<file path="src/mcusk_cfg.svh">
// Purpose: Offsets, field positions, reset values and timing counts for the ALU/skip/table unit
// Assumes: Included by its bare name wherever the constants are needed
// Notes:   Definitions only
`ifndef MCUSK_CFG_SVH
`define MCUSK_CFG_SVH

// ===========================================
// Register offsets (byte addresses, 8-bit bus)
`define MCUSK_OFS_WREG      8'h00
`define MCUSK_OFS_STATUS    8'h01
`define MCUSK_OFS_PTR_LO    8'h02
`define MCUSK_OFS_PTR_HI    8'h03
`define MCUSK_OFS_HIGH_BYTE 8'h04
`define MCUSK_OFS_MEM_BASE  8'h40

// ===========================================
// Status field positions
`define MCUSK_FLAG_C  0
`define MCUSK_FLAG_AC 1
`define MCUSK_FLAG_Z  2
`define MCUSK_FLAG_OV 3

// ===========================================
// Reset values and constants
`define MCUSK_RST_BYTE  8'h00
`define MCUSK_ALL_ONES  8'hff
`define MCUSK_DEC_STEP  8'h01
`define MCUSK_DUMMY_CYC 1

`endif

</file>
<file path="src/mcusk_pkg.sv">
// Purpose: Types shared by the ALU/skip/table unit
// Assumes: Constants live in mcusk_cfg.svh
// Notes:   Opcode enum is the command set of the instruction port
`default_nettype none
package mcusk_pkg;

    // ===========================================
    // Operations
    typedef enum logic [4:0] {
        OP_NOP                      = 5'h00,
        OP_MINUS_WREG               = 5'h01,
        OP_MINUS_IMM                = 5'h02,
        OP_MINUS_TO_MEM             = 5'h03,
        OP_MINUS_WITH_BORROW_TO_WREG = 5'h04,
        OP_MINUS_WITH_BORROW_TO_MEM = 5'h05,
        OP_DEC_SKIP_NULL            = 5'h06,
        OP_DEC_SKIP_NULL_WREG       = 5'h07,
        OP_INC_SKIP_NULL            = 5'h08,
        OP_INC_SKIP_NULL_WREG       = 5'h09,
        OP_SKIP_ON_NULL             = 5'h0a,
        OP_COPY_SKIP_ON_NULL        = 5'h0b,
        OP_SKIP_BIT_NULL            = 5'h0c,
        OP_SKIP_BIT_NONNULL         = 5'h0d,
        OP_SET_BYTE                 = 5'h0e,
        OP_SET_BIT                  = 5'h0f,
        OP_NIBBLE_EXCHANGE          = 5'h10,
        OP_NIBBLE_EXCHANGE_WREG     = 5'h11,
        OP_EXCLUSIVE_OR_WREG        = 5'h12,
        OP_EXCLUSIVE_OR_TO_MEM      = 5'h13,
        OP_EXCLUSIVE_OR_IMM         = 5'h14,
        OP_PROG_LOOKUP_GIVEN_PAGE   = 5'h15,
        OP_PROG_LOOKUP_CURRENT_PAGE = 5'h16,
        OP_PROG_LOOKUP_FINAL_PAGE   = 5'h17
    } mcusk_op_e;

    // ===========================================
    // Sequencer states, one-hot
    typedef enum logic [2:0] {
        ST_IDLE  = 3'b001,
        ST_TABLE = 3'b010,
        ST_DUMMY = 3'b100
    } mcusk_state_e;

    // ===========================================
    // Instruction port carrier
    typedef struct packed {
        logic valid;
        mcusk_op_e op;
        logic [7:0] addr;
        logic [7:0] imm;
        logic [2:0] bit_sel;
    } mcusk_instr_s;

    // Register bus request carrier
    typedef struct packed {
        logic wr;
        logic rd;
        logic [7:0] addr;
        logic [7:0] wdata;
    } mcusk_bus_s;

    // Subtractor result
    typedef struct packed {
        logic [7:0] res;
        logic c;
        logic ac;
        logic ov;
        logic z;
    } mcusk_sub_s;

endpackage : mcusk_pkg
`default_nettype wire

</file>
<file path="src/mcusk_core.sv">
// Purpose: Execution unit for subtract, skip, set, swap, XOR and program-table reads
// Assumes: One instruction offered at a time, only while ready_o is high
// Notes:   Data memory held in flops; program memory answers while prog_req_o is high
`timescale 1ns/10ps
`default_nettype none
`include "mcusk_cfg.svh"

// Behaviour
// - Subtraction carry clear on negative, set otherwise
// - Subtracts update exactly OV, Z, AC, C
// - Borrow-to-memory: wreg minus mem minus borrow
// - Plain subtract: wreg minus mem into wreg
// - Subtract to memory leaves wreg unchanged
// - Immediate subtract result into wreg
// - Taken skip inserts one dummy cycle
// - Decrement memory, write back, skip on zero
// - Decrement into wreg, memory kept, skip zero
// - Increment memory, write back, skip on zero
// - Increment into wreg, memory kept, skip zero
// - Skip when byte zero, nothing modified
// - Copy byte to wreg, skip on zero
// - Bit tests skip on zero or nonzero
// - Byte set writes all ones, flags kept
// - Bit set forces one bit, flags kept
// - Nibble swap to memory or wreg, no flags
// - XOR variants update only zero flag
// - Given-page lookup uses both pointer bytes
// - Current-page lookup uses page and low pointer
// - Final-page lookup uses last page, low pointer
module mcusk_core #(
    parameter int DEPTH = 64,
    parameter int PW = 16
) (
    // Clock, reset, enable
    input wire logic core_clk_i,
    input wire logic arst_n_i,
    input wire logic ce_i,
    // Register bus
    input wire mcusk_pkg::mcusk_bus_s bus_i,
    output logic [7:0] rdata_o,
    // Instruction port
    input wire mcusk_pkg::mcusk_instr_s instr_i,
    input wire logic [PW-9:0] cur_page_i,
    output logic ready_o,
    output logic done_o,
    output logic skipped_o,
    output logic dummy_o,
    // Program memory
    output logic prog_req_o,
    output logic [PW-1:0] prog_addr_o,
    input wire logic [15:0] prog_data_i,
    // Visible state
    output logic [7:0] wreg_o,
    output logic [7:0] status_o
);
    import mcusk_pkg::*;

    localparam int AW = $clog2(DEPTH);

    // ===========================================
    // Reset release
    logic rst_meta;
    logic rst_n;
    always_ff @(posedge core_clk_i or negedge arst_n_i) begin
        if (!arst_n_i) begin
            rst_meta <= 1'b0;
            rst_n <= 1'b0;
        end else begin
            rst_meta <= 1'b1;
            rst_n <= rst_meta;
        end
    end

    // ===========================================
    // State
    mcusk_state_e state;
    logic [7:0] wreg;
    logic c_flag, ac_flag, z_flag, ov_flag;
    logic [7:0] ptr_lo, ptr_hi, high_byte;
    logic [7:0] dmem [DEPTH];
    logic skip_pend;
    logic [AW-1:0] tab_idx;

    function automatic mcusk_sub_s mcusk_sub(input logic [7:0] a, input logic [7:0] b, input logic brw);
        logic [8:0] full;
        logic [4:0] low;
        full = {1'b0, a} - {1'b0, b} - {8'h00, brw};
        low = {1'b0, a[3:0]} - {1'b0, b[3:0]} - {4'h0, brw};
        mcusk_sub.res = full[7:0];
        mcusk_sub.c = ~full[8];
        mcusk_sub.ac = ~low[4];
        mcusk_sub.ov = (a[7] ^ b[7]) & (a[7] ^ full[7]);
        mcusk_sub.z = (full[7:0] == `MCUSK_RST_BYTE);
    endfunction : mcusk_sub

    function automatic logic mcusk_is_mem(input logic [7:0] a);
        mcusk_is_mem = ({1'b0, a} >= {1'b0, `MCUSK_OFS_MEM_BASE})
            && ({1'b0, a} < ({1'b0, `MCUSK_OFS_MEM_BASE} + 9'(DEPTH)));
    endfunction : mcusk_is_mem

    // ===========================================
    // Decode and datapath
    logic accept;
    logic discard;
    logic [AW-1:0] op_idx;
    logic [7:0] opnd;
    logic [7:0] sel_mask;
    mcusk_sub_s sub_r;
    logic next_wreg_we, next_mem_we, next_sub_we, next_z_we, next_z;
    logic [7:0] next_wreg, next_mem;
    logic next_skip, next_table;
    logic [PW-1:0] next_prog_addr;

    assign accept = ce_i && instr_i.valid && (state == ST_IDLE);
    assign discard = accept && skip_pend;
    assign op_idx = instr_i.addr[AW-1:0];
    assign opnd = dmem[op_idx];
    assign sel_mask = 8'h01 << instr_i.bit_sel;

    always_comb begin
        logic [7:0] b;
        logic brw;
        b = (instr_i.op == OP_MINUS_IMM) ? instr_i.imm : opnd;
        brw = (instr_i.op == OP_MINUS_WITH_BORROW_TO_WREG || instr_i.op == OP_MINUS_WITH_BORROW_TO_MEM) & ~c_flag;
        sub_r = mcusk_sub(wreg, b, brw);
        next_wreg_we = 1'b0;
        next_mem_we = 1'b0;
        next_sub_we = 1'b0;
        next_z_we = 1'b0;
        next_z = 1'b0;
        next_wreg = wreg;
        next_mem = opnd;
        next_skip = 1'b0;
        next_table = 1'b0;
        next_prog_addr = {ptr_hi[PW-9:0], ptr_lo};
        case (instr_i.op)
            OP_MINUS_WREG, OP_MINUS_IMM, OP_MINUS_WITH_BORROW_TO_WREG: begin
                next_wreg = sub_r.res;
                next_wreg_we = 1'b1;
                next_sub_we = 1'b1;
            end
            OP_MINUS_TO_MEM, OP_MINUS_WITH_BORROW_TO_MEM: begin
                next_mem = sub_r.res;
                next_mem_we = 1'b1;
                next_sub_we = 1'b1;
            end
            OP_DEC_SKIP_NULL, OP_INC_SKIP_NULL: begin
                next_mem = (instr_i.op == OP_DEC_SKIP_NULL) ? opnd - `MCUSK_DEC_STEP : opnd + `MCUSK_DEC_STEP;
                next_mem_we = 1'b1;
                next_skip = (next_mem == `MCUSK_RST_BYTE);
            end
            OP_DEC_SKIP_NULL_WREG, OP_INC_SKIP_NULL_WREG: begin
                next_wreg = (instr_i.op == OP_DEC_SKIP_NULL_WREG) ? opnd - `MCUSK_DEC_STEP
                    : opnd + `MCUSK_DEC_STEP;
                next_wreg_we = 1'b1;
                next_skip = (next_wreg == `MCUSK_RST_BYTE);
            end
            OP_SKIP_ON_NULL: next_skip = (opnd == `MCUSK_RST_BYTE);
            OP_COPY_SKIP_ON_NULL: begin
                next_wreg = opnd;
                next_wreg_we = 1'b1;
                next_skip = (opnd == `MCUSK_RST_BYTE);
            end
            OP_SKIP_BIT_NULL: next_skip = ~|(opnd & sel_mask);
            OP_SKIP_BIT_NONNULL: next_skip = |(opnd & sel_mask);
            OP_SET_BYTE: begin
                next_mem = `MCUSK_ALL_ONES;
                next_mem_we = 1'b1;
            end
            OP_SET_BIT: begin
                next_mem = opnd | sel_mask;
                next_mem_we = 1'b1;
            end
            OP_NIBBLE_EXCHANGE: begin
                next_mem = {opnd[3:0], opnd[7:4]};
                next_mem_we = 1'b1;
            end
            OP_NIBBLE_EXCHANGE_WREG: begin
                next_wreg = {opnd[3:0], opnd[7:4]};
                next_wreg_we = 1'b1;
            end
            OP_EXCLUSIVE_OR_WREG, OP_EXCLUSIVE_OR_IMM: begin
                next_wreg = wreg ^ ((instr_i.op == OP_EXCLUSIVE_OR_IMM) ? instr_i.imm : opnd);
                next_wreg_we = 1'b1;
                next_z_we = 1'b1;
                next_z = (next_wreg == `MCUSK_RST_BYTE);
            end
            OP_EXCLUSIVE_OR_TO_MEM: begin
                next_mem = wreg ^ opnd;
                next_mem_we = 1'b1;
                next_z_we = 1'b1;
                next_z = (next_mem == `MCUSK_RST_BYTE);
            end
            OP_PROG_LOOKUP_GIVEN_PAGE: next_table = 1'b1;
            OP_PROG_LOOKUP_CURRENT_PAGE: begin
                next_table = 1'b1;
                next_prog_addr = {cur_page_i, ptr_lo};
            end
            OP_PROG_LOOKUP_FINAL_PAGE: begin
                next_table = 1'b1;
                next_prog_addr = {{(PW-8){1'b1}}, ptr_lo};
            end
            default: next_wreg = wreg;
        endcase
    end

    logic do_exec;
    assign do_exec = accept && !skip_pend;

    // ===========================================
    // Sequencer
    always_ff @(posedge core_clk_i or negedge rst_n) begin
        if (!rst_n) begin
            state <= ST_IDLE;
            skip_pend <= 1'b0;
            tab_idx <= '0;
            prog_req_o <= 1'b0;
            prog_addr_o <= '0;
            dummy_o <= 1'b0;
        end else if (ce_i) begin
            prog_req_o <= 1'b0;
            dummy_o <= 1'b0;
            if (discard) begin
                skip_pend <= 1'b0;
            end
            case (state)
                ST_IDLE: begin
                    if (do_exec && next_table) begin
                        state <= ST_TABLE;
                        tab_idx <= op_idx;
                        prog_req_o <= 1'b1;
                        prog_addr_o <= next_prog_addr;
                    end else if (do_exec && next_skip) begin
                        state <= ST_DUMMY;
                        skip_pend <= 1'b1;
                        dummy_o <= 1'b1;
                    end
                end
                ST_TABLE: state <= ST_IDLE;
                ST_DUMMY: state <= ST_IDLE;
                default: state <= ST_IDLE;
            endcase
        end
    end

    // ===========================================
    // Working register and flags
    logic bus_wr_wreg, bus_wr_status;
    assign bus_wr_wreg = bus_i.wr && bus_i.addr == `MCUSK_OFS_WREG;
    assign bus_wr_status = bus_i.wr && bus_i.addr == `MCUSK_OFS_STATUS;

    // Execution beats a bus write landing in the same cycle
    always_ff @(posedge core_clk_i or negedge rst_n) begin
        if (!rst_n) begin
            wreg <= `MCUSK_RST_BYTE;
        end else if (ce_i) begin
            if (do_exec && next_wreg_we) begin
                wreg <= next_wreg;
            end else if (bus_wr_wreg) begin
                wreg <= bus_i.wdata;
            end
        end
    end

    always_ff @(posedge core_clk_i or negedge rst_n) begin
        if (!rst_n) begin
            {ov_flag, z_flag, ac_flag, c_flag} <= 4'h0;
        end else if (ce_i) begin
            if (do_exec && next_sub_we) begin
                c_flag <= sub_r.c;
                ac_flag <= sub_r.ac;
                z_flag <= sub_r.z;
                ov_flag <= sub_r.ov;
            end else if (do_exec && next_z_we) begin
                z_flag <= next_z;
            end else if (bus_wr_status) begin
                c_flag <= bus_i.wdata[`MCUSK_FLAG_C];
                ac_flag <= bus_i.wdata[`MCUSK_FLAG_AC];
                z_flag <= bus_i.wdata[`MCUSK_FLAG_Z];
                ov_flag <= bus_i.wdata[`MCUSK_FLAG_OV];
            end
        end
    end

    // ===========================================
    // Table pointers and high byte
    always_ff @(posedge core_clk_i or negedge rst_n) begin
        if (!rst_n) begin
            ptr_lo <= `MCUSK_RST_BYTE;
            ptr_hi <= `MCUSK_RST_BYTE;
            high_byte <= `MCUSK_RST_BYTE;
        end else if (ce_i) begin
            if (bus_i.wr && bus_i.addr == `MCUSK_OFS_PTR_LO) ptr_lo <= bus_i.wdata;
            if (bus_i.wr && bus_i.addr == `MCUSK_OFS_PTR_HI) ptr_hi <= bus_i.wdata;
            if (state == ST_TABLE) high_byte <= prog_data_i[15:8];
        end
    end

    // ===========================================
    // Data memory; table write and execution beat the bus
    logic bus_mem;
    logic [AW-1:0] bus_idx;
    assign bus_mem = mcusk_is_mem(bus_i.addr);
    assign bus_idx = AW'(bus_i.addr - `MCUSK_OFS_MEM_BASE);

    genvar gi;
    generate
        for (gi = 0; gi < DEPTH; gi++) begin : g_mem
            always_ff @(posedge core_clk_i or negedge rst_n) begin
                if (!rst_n) begin
                    dmem[gi] <= `MCUSK_RST_BYTE;
                end else if (ce_i) begin
                    if (state == ST_TABLE && tab_idx == AW'(gi)) begin
                        dmem[gi] <= prog_data_i[7:0];
                    end else if (do_exec && next_mem_we && op_idx == AW'(gi)) begin
                        dmem[gi] <= next_mem;
                    end else if (bus_i.wr && bus_mem && bus_idx == AW'(gi)) begin
                        dmem[gi] <= bus_i.wdata;
                    end
                end
            end
        end
    endgenerate

    // ===========================================
    // Handshake outputs and read data
    always_ff @(posedge core_clk_i or negedge rst_n) begin
        if (!rst_n) begin
            done_o <= 1'b0;
            skipped_o <= 1'b0;
            ready_o <= 1'b0;
            rdata_o <= `MCUSK_RST_BYTE;
        end else if (ce_i) begin
            done_o <= (do_exec && !next_table && !next_skip) || (state != ST_IDLE);
            skipped_o <= discard;
            ready_o <= (state == ST_IDLE) ? !(do_exec && (next_table || next_skip)) : 1'b1;
            rdata_o <= `MCUSK_RST_BYTE;
            if (bus_i.rd) begin
                case (bus_i.addr)
                    `MCUSK_OFS_WREG: rdata_o <= wreg;
                    `MCUSK_OFS_STATUS: rdata_o <= {4'h0, ov_flag, z_flag, ac_flag, c_flag};
                    `MCUSK_OFS_PTR_LO: rdata_o <= ptr_lo;
                    `MCUSK_OFS_PTR_HI: rdata_o <= ptr_hi;
                    `MCUSK_OFS_HIGH_BYTE: rdata_o <= high_byte;
                    default: rdata_o <= bus_mem ? dmem[bus_idx] : `MCUSK_RST_BYTE;
                endcase
            end
        end
    end

    assign wreg_o = wreg;
    assign status_o = {4'h0, ov_flag, z_flag, ac_flag, c_flag};

    // ===========================================
    // Checks
    chk_carry_sign: assert property (@(posedge core_clk_i) disable iff (!rst_n)
        (do_exec && next_sub_we) |=> (c_flag == ($past(sub_r.res) < $past(wreg)) || $past(sub_r.res) == $past(wreg))
            && (c_flag == $past(sub_r.c)))
        else $error("carry not set from subtract");
    chk_sub_mem_keep: assert property (@(posedge core_clk_i) disable iff (!rst_n)
        (do_exec && instr_i.op == OP_MINUS_TO_MEM && !bus_wr_wreg) |=> $stable(wreg))
        else $error("subtract to memory changed wreg");
    chk_skip_dummy: assert property (@(posedge core_clk_i) disable iff (!rst_n)
        (do_exec && next_skip && !next_table) |=> (state == ST_DUMMY) && dummy_o && !ready_o)
        else $error("taken skip did not insert dummy cycle");
    chk_dummy_len: assert property (@(posedge core_clk_i) disable iff (!rst_n)
        (state == ST_DUMMY && ce_i) |=> (state == ST_IDLE) && skip_pend)
        else $error("dummy cycle length wrong");
    chk_dec_mem: assert property (@(posedge core_clk_i) disable iff (!rst_n)
        (do_exec && instr_i.op == OP_DEC_SKIP_NULL && op_idx != tab_idx) |=>
            dmem[$past(op_idx)] == $past(opnd) - `MCUSK_DEC_STEP)
        else $error("decrement not written back");
    chk_skip_quiet: assert property (@(posedge core_clk_i) disable iff (!rst_n)
        (discard && !bus_i.wr) |=> $stable(wreg) && $stable(status_o) && skipped_o)
        else $error("skipped instruction had an effect");
    chk_xor_flags: assert property (@(posedge core_clk_i) disable iff (!rst_n)
        (do_exec && next_z_we && !bus_wr_status) |=> $stable(c_flag) && $stable(ac_flag) && $stable(ov_flag))
        else $error("xor touched flags other than zero");
    chk_final_page: assert property (@(posedge core_clk_i) disable iff (!rst_n)
        (do_exec && instr_i.op == OP_PROG_LOOKUP_FINAL_PAGE) |=>
            prog_req_o && prog_addr_o == {{(PW-8){1'b1}}, $past(ptr_lo)} ##1 high_byte == $past(prog_data_i[15:8]))
        else $error("final page lookup wrong");

endmodule : mcusk_core
`default_nettype wire

</file>
<file path="config.mk">
export PLATFORM = sky130hd
export DESIGN_NAME = mcusk_core
export DESIGN_NICKNAME = d
export VERILOG_FILES = /design/src/mcusk_pkg.sv /design/src/mcusk_core.sv
export VERILOG_INCLUDE_DIRS = /design/src
export SDC_FILE = /design/constraint.sdc
export NUM_CORES = 2
export LEC_CHECK = 0
export BUFFER_PORTS_ARGS = -buffer_cell sky130_fd_sc_hd__buf_2
export CAP_MARGIN = 20
export CORE_MARGIN = 1.5
export CORE_UTILIZATION = 30
export DETAILED_ROUTE_END_ITERATION = 16
export PLACE_DENSITY = 0.47
export SETUP_SLACK_MARGIN = 0.4
export SYNTH_ARGS = -nofsm -noshare
export SYNTH_HDL_FRONTEND = slang
export SYNTH_SLANG_ARGS = --single-unit
</file>
<file path="constraint.sdc">
create_clock -name core_clk_i -period 19.5 [get_ports core_clk_i]
set_input_delay 1.95 -clock core_clk_i [delete_from_list [all_inputs] [get_ports core_clk_i]]
set_output_delay 1.95 -clock core_clk_i [all_outputs]
set_load 0.05 [all_outputs]
</file>
==> implementation parameters <==
Parameter                              Value

Global routing
  Via count of the first global-routing pass    just over 40000
  Pin count of the biggest net entering global routing    145
  Global Route Usage Sum    ~29%
  Antenna violations before repair    17
  First-pass GRT wire length    314000 um
  Total congestion overflow    0

Route
  Top Layer Used    met5
  Met3 Wirelength    around 24000 um
  Antenna Violating Nets Remaining    0
  Final WL    around 220000 um
  Length of the first detailed-routing pass in iterations    8
  Total number of vias    44500
  Drc violations    0
  Routed metal-1 wirelength    around 91000 um
  Post-detailed-route via-to-cell ratio    approximately 6.2
  Met2 WL post-DR    92900 um
  Drt first-iter violations    5828
  Avg WL per Cell    just over 30 um

Synth
  Mapped Avg Cell Area    8.40 um^2
  Post-synthesis sequential element count    slightly below 600
  Share of the yosys chip area belonging to registers    between 30% and 40%
  Synth Instances    between 5000 and 6000
  Most area-hungry cell type in the Yosys netlist    sky130_fd_sc_hd__dfrtp_1
  Post-synth ARST share    100%
  Dominant synthesized flop cell    sky130_fd_sc_hd__dfrtp_1
  Post-synth EDFFs    0
  Top cell type's share of synthesized area    about a third
  Combined area of all synthesized cells    approximately 45000 um^2
  Synthesis warning total    0
  Post-synthesis cell type count    83
  Leading cell types by total area after synthesis    sky130_fd_sc_hd__dfrtp_1 33%, sky130_fd_sc_hd__mux4_2 14%, sky130_fd_sc_hd__nand2_1 8.0%, sky130_fd_sc_hd__o21ai_0 7.1%, sky130_fd_sc_hd__o211ai_1 5.0%

Die
  Number of rows in the core area    141
  Vertical die dimension    about 390 um
  Chip Width    about 390 um
  Starting utilization of the core area    30.3%
  IO Count    between 100 and 150
  Core region area    between 100000 and 150000 um^2
  Die footprint    roughly 150000 um^2

Worst setup path
  WP buf/inv    6
  Delay of the slowest critical-path stage    roughly 0.83 ns
  Data arrival, critical path    9.97 ns
  Worst setup EP type    register
  Critical path, cell by cell    clkbuf_8, buf_4, buf_4, nor2b_1, a22oi_1, nand4_1, and4_1, a21o_1, buf_4, o21ai_0, ha_1, inv_1, ha_1, a21oi_1, o21bai_1, a21oi_1, xnor2_1, a2111oi_2, a22oi_1, nand3_4, buf_4, o211ai_1, o21ai_0, o21ai_0
  Maximum net fanout on the critical path    64
  Slowest cell on the critical path    sky130_fd_sc_hd__buf_4
  Dominant delay contributor by cell family on the critical path    buffers and inverters
  Data required time of the critical path    roughly 20 ns
  Setup crit start kind    primary input
  Setup CP Type    primary input to register
  Cell type with the highest occurrence count on the critical path    sky130_fd_sc_hd__buf_4

STA
  Min Tclk post-route    between 9 and 10 ns
  Clock Skew    roughly 0.052 ns
  Worst slew margin    between 10% and 20%
  Sum of negative setup slack    0 ns
  Final critical-path share of the clock period    48.5%
  Highest clock frequency the design can meet    ~0.11 GHz
  RSZ-0062 raised after global routing    no
  Setup violations, final    0
  Final number of max-transition violations    0
  Final hold violation count    0
  Slew of the pin with the lowest slew margin    approximately 1.3 ns

Clock tree
  TritonCTS clock tree    built
  CTS resizes    0
  Clock transition time at the flip-flop clock pins of the worst setup and hold paths    roughly 0.06 ns
  Clock Path Buffers    3
  Level count of the clock H-tree    3
  Number of buffers inserted to repair setup after CTS    0
  Hold bufs inserted after CTS    0
  Number of buffers added by the clock tree synthesis step    ~80
  CTS Sinks    589
  Clock root buffer master    sky130_fd_sc_hd__clkbuf_16
  Later-pin clock latency in the skew report    around 0.72 ns

Cells and area
  Area used by multi-input combinational logic    27800 um^2
  Number of nets in the final layout    about 5200
  Area of all placed cells without fillers    between 40000 and 50000 um^2
  Syn-to-layout area delta    10.6%
  Sequential standard cell area    14700 um^2
  Share of cells above drive strength 1    roughly 15%
  Number of inserted filler cells in the final layout    about 15000

Place
  HPWL reported at the end of detailed placement    roughly 150000 um
  Number of buffers added on ports    108
  Weighted congestion reported at the end of routability-driven placement    0.973
  Cell area after placement    about 47000 um^2

Job
  Number of maximum-capacitance constraint violations    0

Power and ir drop
  Leakage    between 20 and 25 nW
  Cell Pwr Density    around 85 nW/um^2
  Worst-case vdd ir drop    between 0.00005 and 0.00006 V

Hold path
  Class of the tightest hold or removal check    register to register

Outcome
  Outcome    finished clean
## sequential cells by signal, summed over array words and instances (netlist names)
name	count
ov_flag	1
high_byte	8
state	3
ptr_lo	8
c_flag	1
prog_req_o	1
ptr_hi	8
dmem	512
dummy_o	1
rdata_o	8
tab_idx	6
wreg_o	8
done_o	1
ready_o	1
skip_pend	1
rst_n	1
z_flag	1
rst_meta	1
skipped_o	1
ac_flag	1
prog_addr_o	16
## Yosys cell counts (27+ instances only)
cell type and number:
sky130_fd_sc_hd__a211oi_1 93, sky130_fd_sc_hd__a21oi_1 295, sky130_fd_sc_hd__a22o_1 41, sky130_fd_sc_hd__a22oi_1 70
sky130_fd_sc_hd__a31oi_1 46, sky130_fd_sc_hd__and2_1 34, sky130_fd_sc_hd__and3_1 120, sky130_fd_sc_hd__buf_1 27
sky130_fd_sc_hd__buf_2 53, sky130_fd_sc_hd__buf_4 31, sky130_fd_sc_hd__clkbuf_1 440, sky130_fd_sc_hd__dfrtp_1 588
sky130_fd_sc_hd__inv_1 40, sky130_fd_sc_hd__mux2_2 41, sky130_fd_sc_hd__mux2i_1 123, sky130_fd_sc_hd__mux4_2 286
sky130_fd_sc_hd__nand2_1 953, sky130_fd_sc_hd__nand2b_1 40, sky130_fd_sc_hd__nand3_1 55, sky130_fd_sc_hd__nor2_1 491
sky130_fd_sc_hd__nor3_1 42, sky130_fd_sc_hd__o211ai_1 298, sky130_fd_sc_hd__o21a_1 28, sky130_fd_sc_hd__o21ai_0 634
sky130_fd_sc_hd__o21ai_1 151, sky130_fd_sc_hd__o31ai_1 50, sky130_fd_sc_hd__xnor2_1 28
## cell usage in the layout, fill, tap and decap left out, types with 11 or more instances in the layout
master / instances
sky130_fd_sc_hd__nor2_1: 489
sky130_fd_sc_hd__and3_1: 120
sky130_fd_sc_hd__a31oi_1: 46
sky130_fd_sc_hd__nor3_2: 14
sky130_fd_sc_hd__nor2b_1: 17
sky130_fd_sc_hd__buf_4: 145
sky130_fd_sc_hd__clkbuf_8: 25
sky130_fd_sc_hd__or3_1: 18
sky130_fd_sc_hd__clkbuf_1: 13
sky130_fd_sc_hd__mux2i_1: 123
sky130_fd_sc_hd__o211ai_1: 298
sky130_fd_sc_hd__a22o_1: 41
sky130_fd_sc_hd__o21ai_0: 611
sky130_fd_sc_hd__nand2b_1: 40
sky130_fd_sc_hd__inv_1: 40
sky130_fd_sc_hd__or2_2: 21
sky130_fd_sc_hd__dfrtp_1: 587
sky130_fd_sc_hd__nor3_1: 27
sky130_fd_sc_hd__and2_1: 34
sky130_fd_sc_hd__buf_2: 97
sky130_fd_sc_hd__mux4_2: 286
sky130_fd_sc_hd__o21ai_1: 174
sky130_fd_sc_hd__clkbuf_16: 82
sky130_fd_sc_hd__nand4_1: 12
sky130_fd_sc_hd__a21oi_1: 295
sky130_fd_sc_hd__a211oi_1: 93
sky130_fd_sc_hd__nand2_1: 953
sky130_fd_sc_hd__o31ai_1: 50
sky130_fd_sc_hd__xnor2_1: 28
sky130_fd_sc_hd__mux2_2: 41
sky130_fd_sc_hd__a22oi_1: 70
sky130_fd_sc_hd__clkinv_2: 14
sky130_fd_sc_hd__diode_2: 11
sky130_fd_sc_hd__o21a_1: 28
sky130_fd_sc_hd__ha_1: 17
sky130_fd_sc_hd__nand3_1: 55
## final timing paths
check / from / to / slack (ns) / cells after the start
min: rst_meta$_DFF_PN0_ / rst_n$_DFF_PN0_ / 0.35 / 0
max reg2reg: dmem[2]$_DFFE_PN0P_ / dmem[174]$_DFFE_PN0P_ / 12.76 / 21
min reg2reg: rst_meta$_DFF_PN0_ / rst_n$_DFF_PN0_ / 0.35 / 0
min in group asynchronous: rst_n$_DFF_PN0_ / dmem[433]$_DFFE_PN0P_ / 0.43 / 0
max: instr_i[11] / dmem[174]$_DFFE_PN0P_ / 10.05 / 24
max in group asynchronous: rst_n$_DFF_PN0_ / dmem[183]$_DFFE_PN0P_ / 15.87 / 3
## metal layers
metal / vias up / GRT usage (%)
met1: 22200 / 38.4
met3: 556 / 8.45
met5: - / 0
met4: 18 / 15.5
li1: 19200 / -
met2: 2554 / 41.0
## stage by stage
stage	utilization (%)	setup WS [ns]	power, W	hold slack (ns)	instances
floorplan	-	1.87	0.00218	0.331	5345
global placement	31.5	9.57	0.00263	0.335	6938
detailed placement	31.5	9.58	0.00264	0.339	6941
CTS	33.3	10.32	0.00421	0.353	7083
global route	33.5	9.68	0.00435	0.354	7112
finish	33.5	10.05	0.00423	0.348	7121
## cells by family (layout without fill, tap and decap cells)
logic type | count (synthesis) | after routing | synth area share (%)
buffers and inverters | 605 | 440 | 5.70
flip-flops | 589 | 589 | 32.9
AND/OR/NAND/NOR | 1852 | 1852 | 17.8
other | 2 | 16 | 0.0167
multiplexers | 450 | 450 | 18.1
AO/OA/AOI/OAI | 1791 | 1791 | 24.3
adder cells (fa/ha/maj) | 19 | 19 | 0.564
XOR/XNOR | 34 | 34 | 0.664
## final cells by class
cell class	instances	share of cell area, %
clock inverter	24	0.588
sequential	589	29.7
multi-input combinational	4151	55.9
timing repair buffer	257	3.66
inverter	41	0.310
tap	1930	4.87
clock buffer	118	4.87
antenna	11	0.0555
## power breakdown
group | leakage, nW | switching, W | internal, W
combinational | 11.2 | 0.000779 | 0.000378
clock | 1.35 | 0.000633 | 0.000933
sequential | 7.70 | 0.000154 | 0.00135
total | 20.2 | 0.00157 | 0.00266
Note: power is estimated with default switching activity, not from simulation.
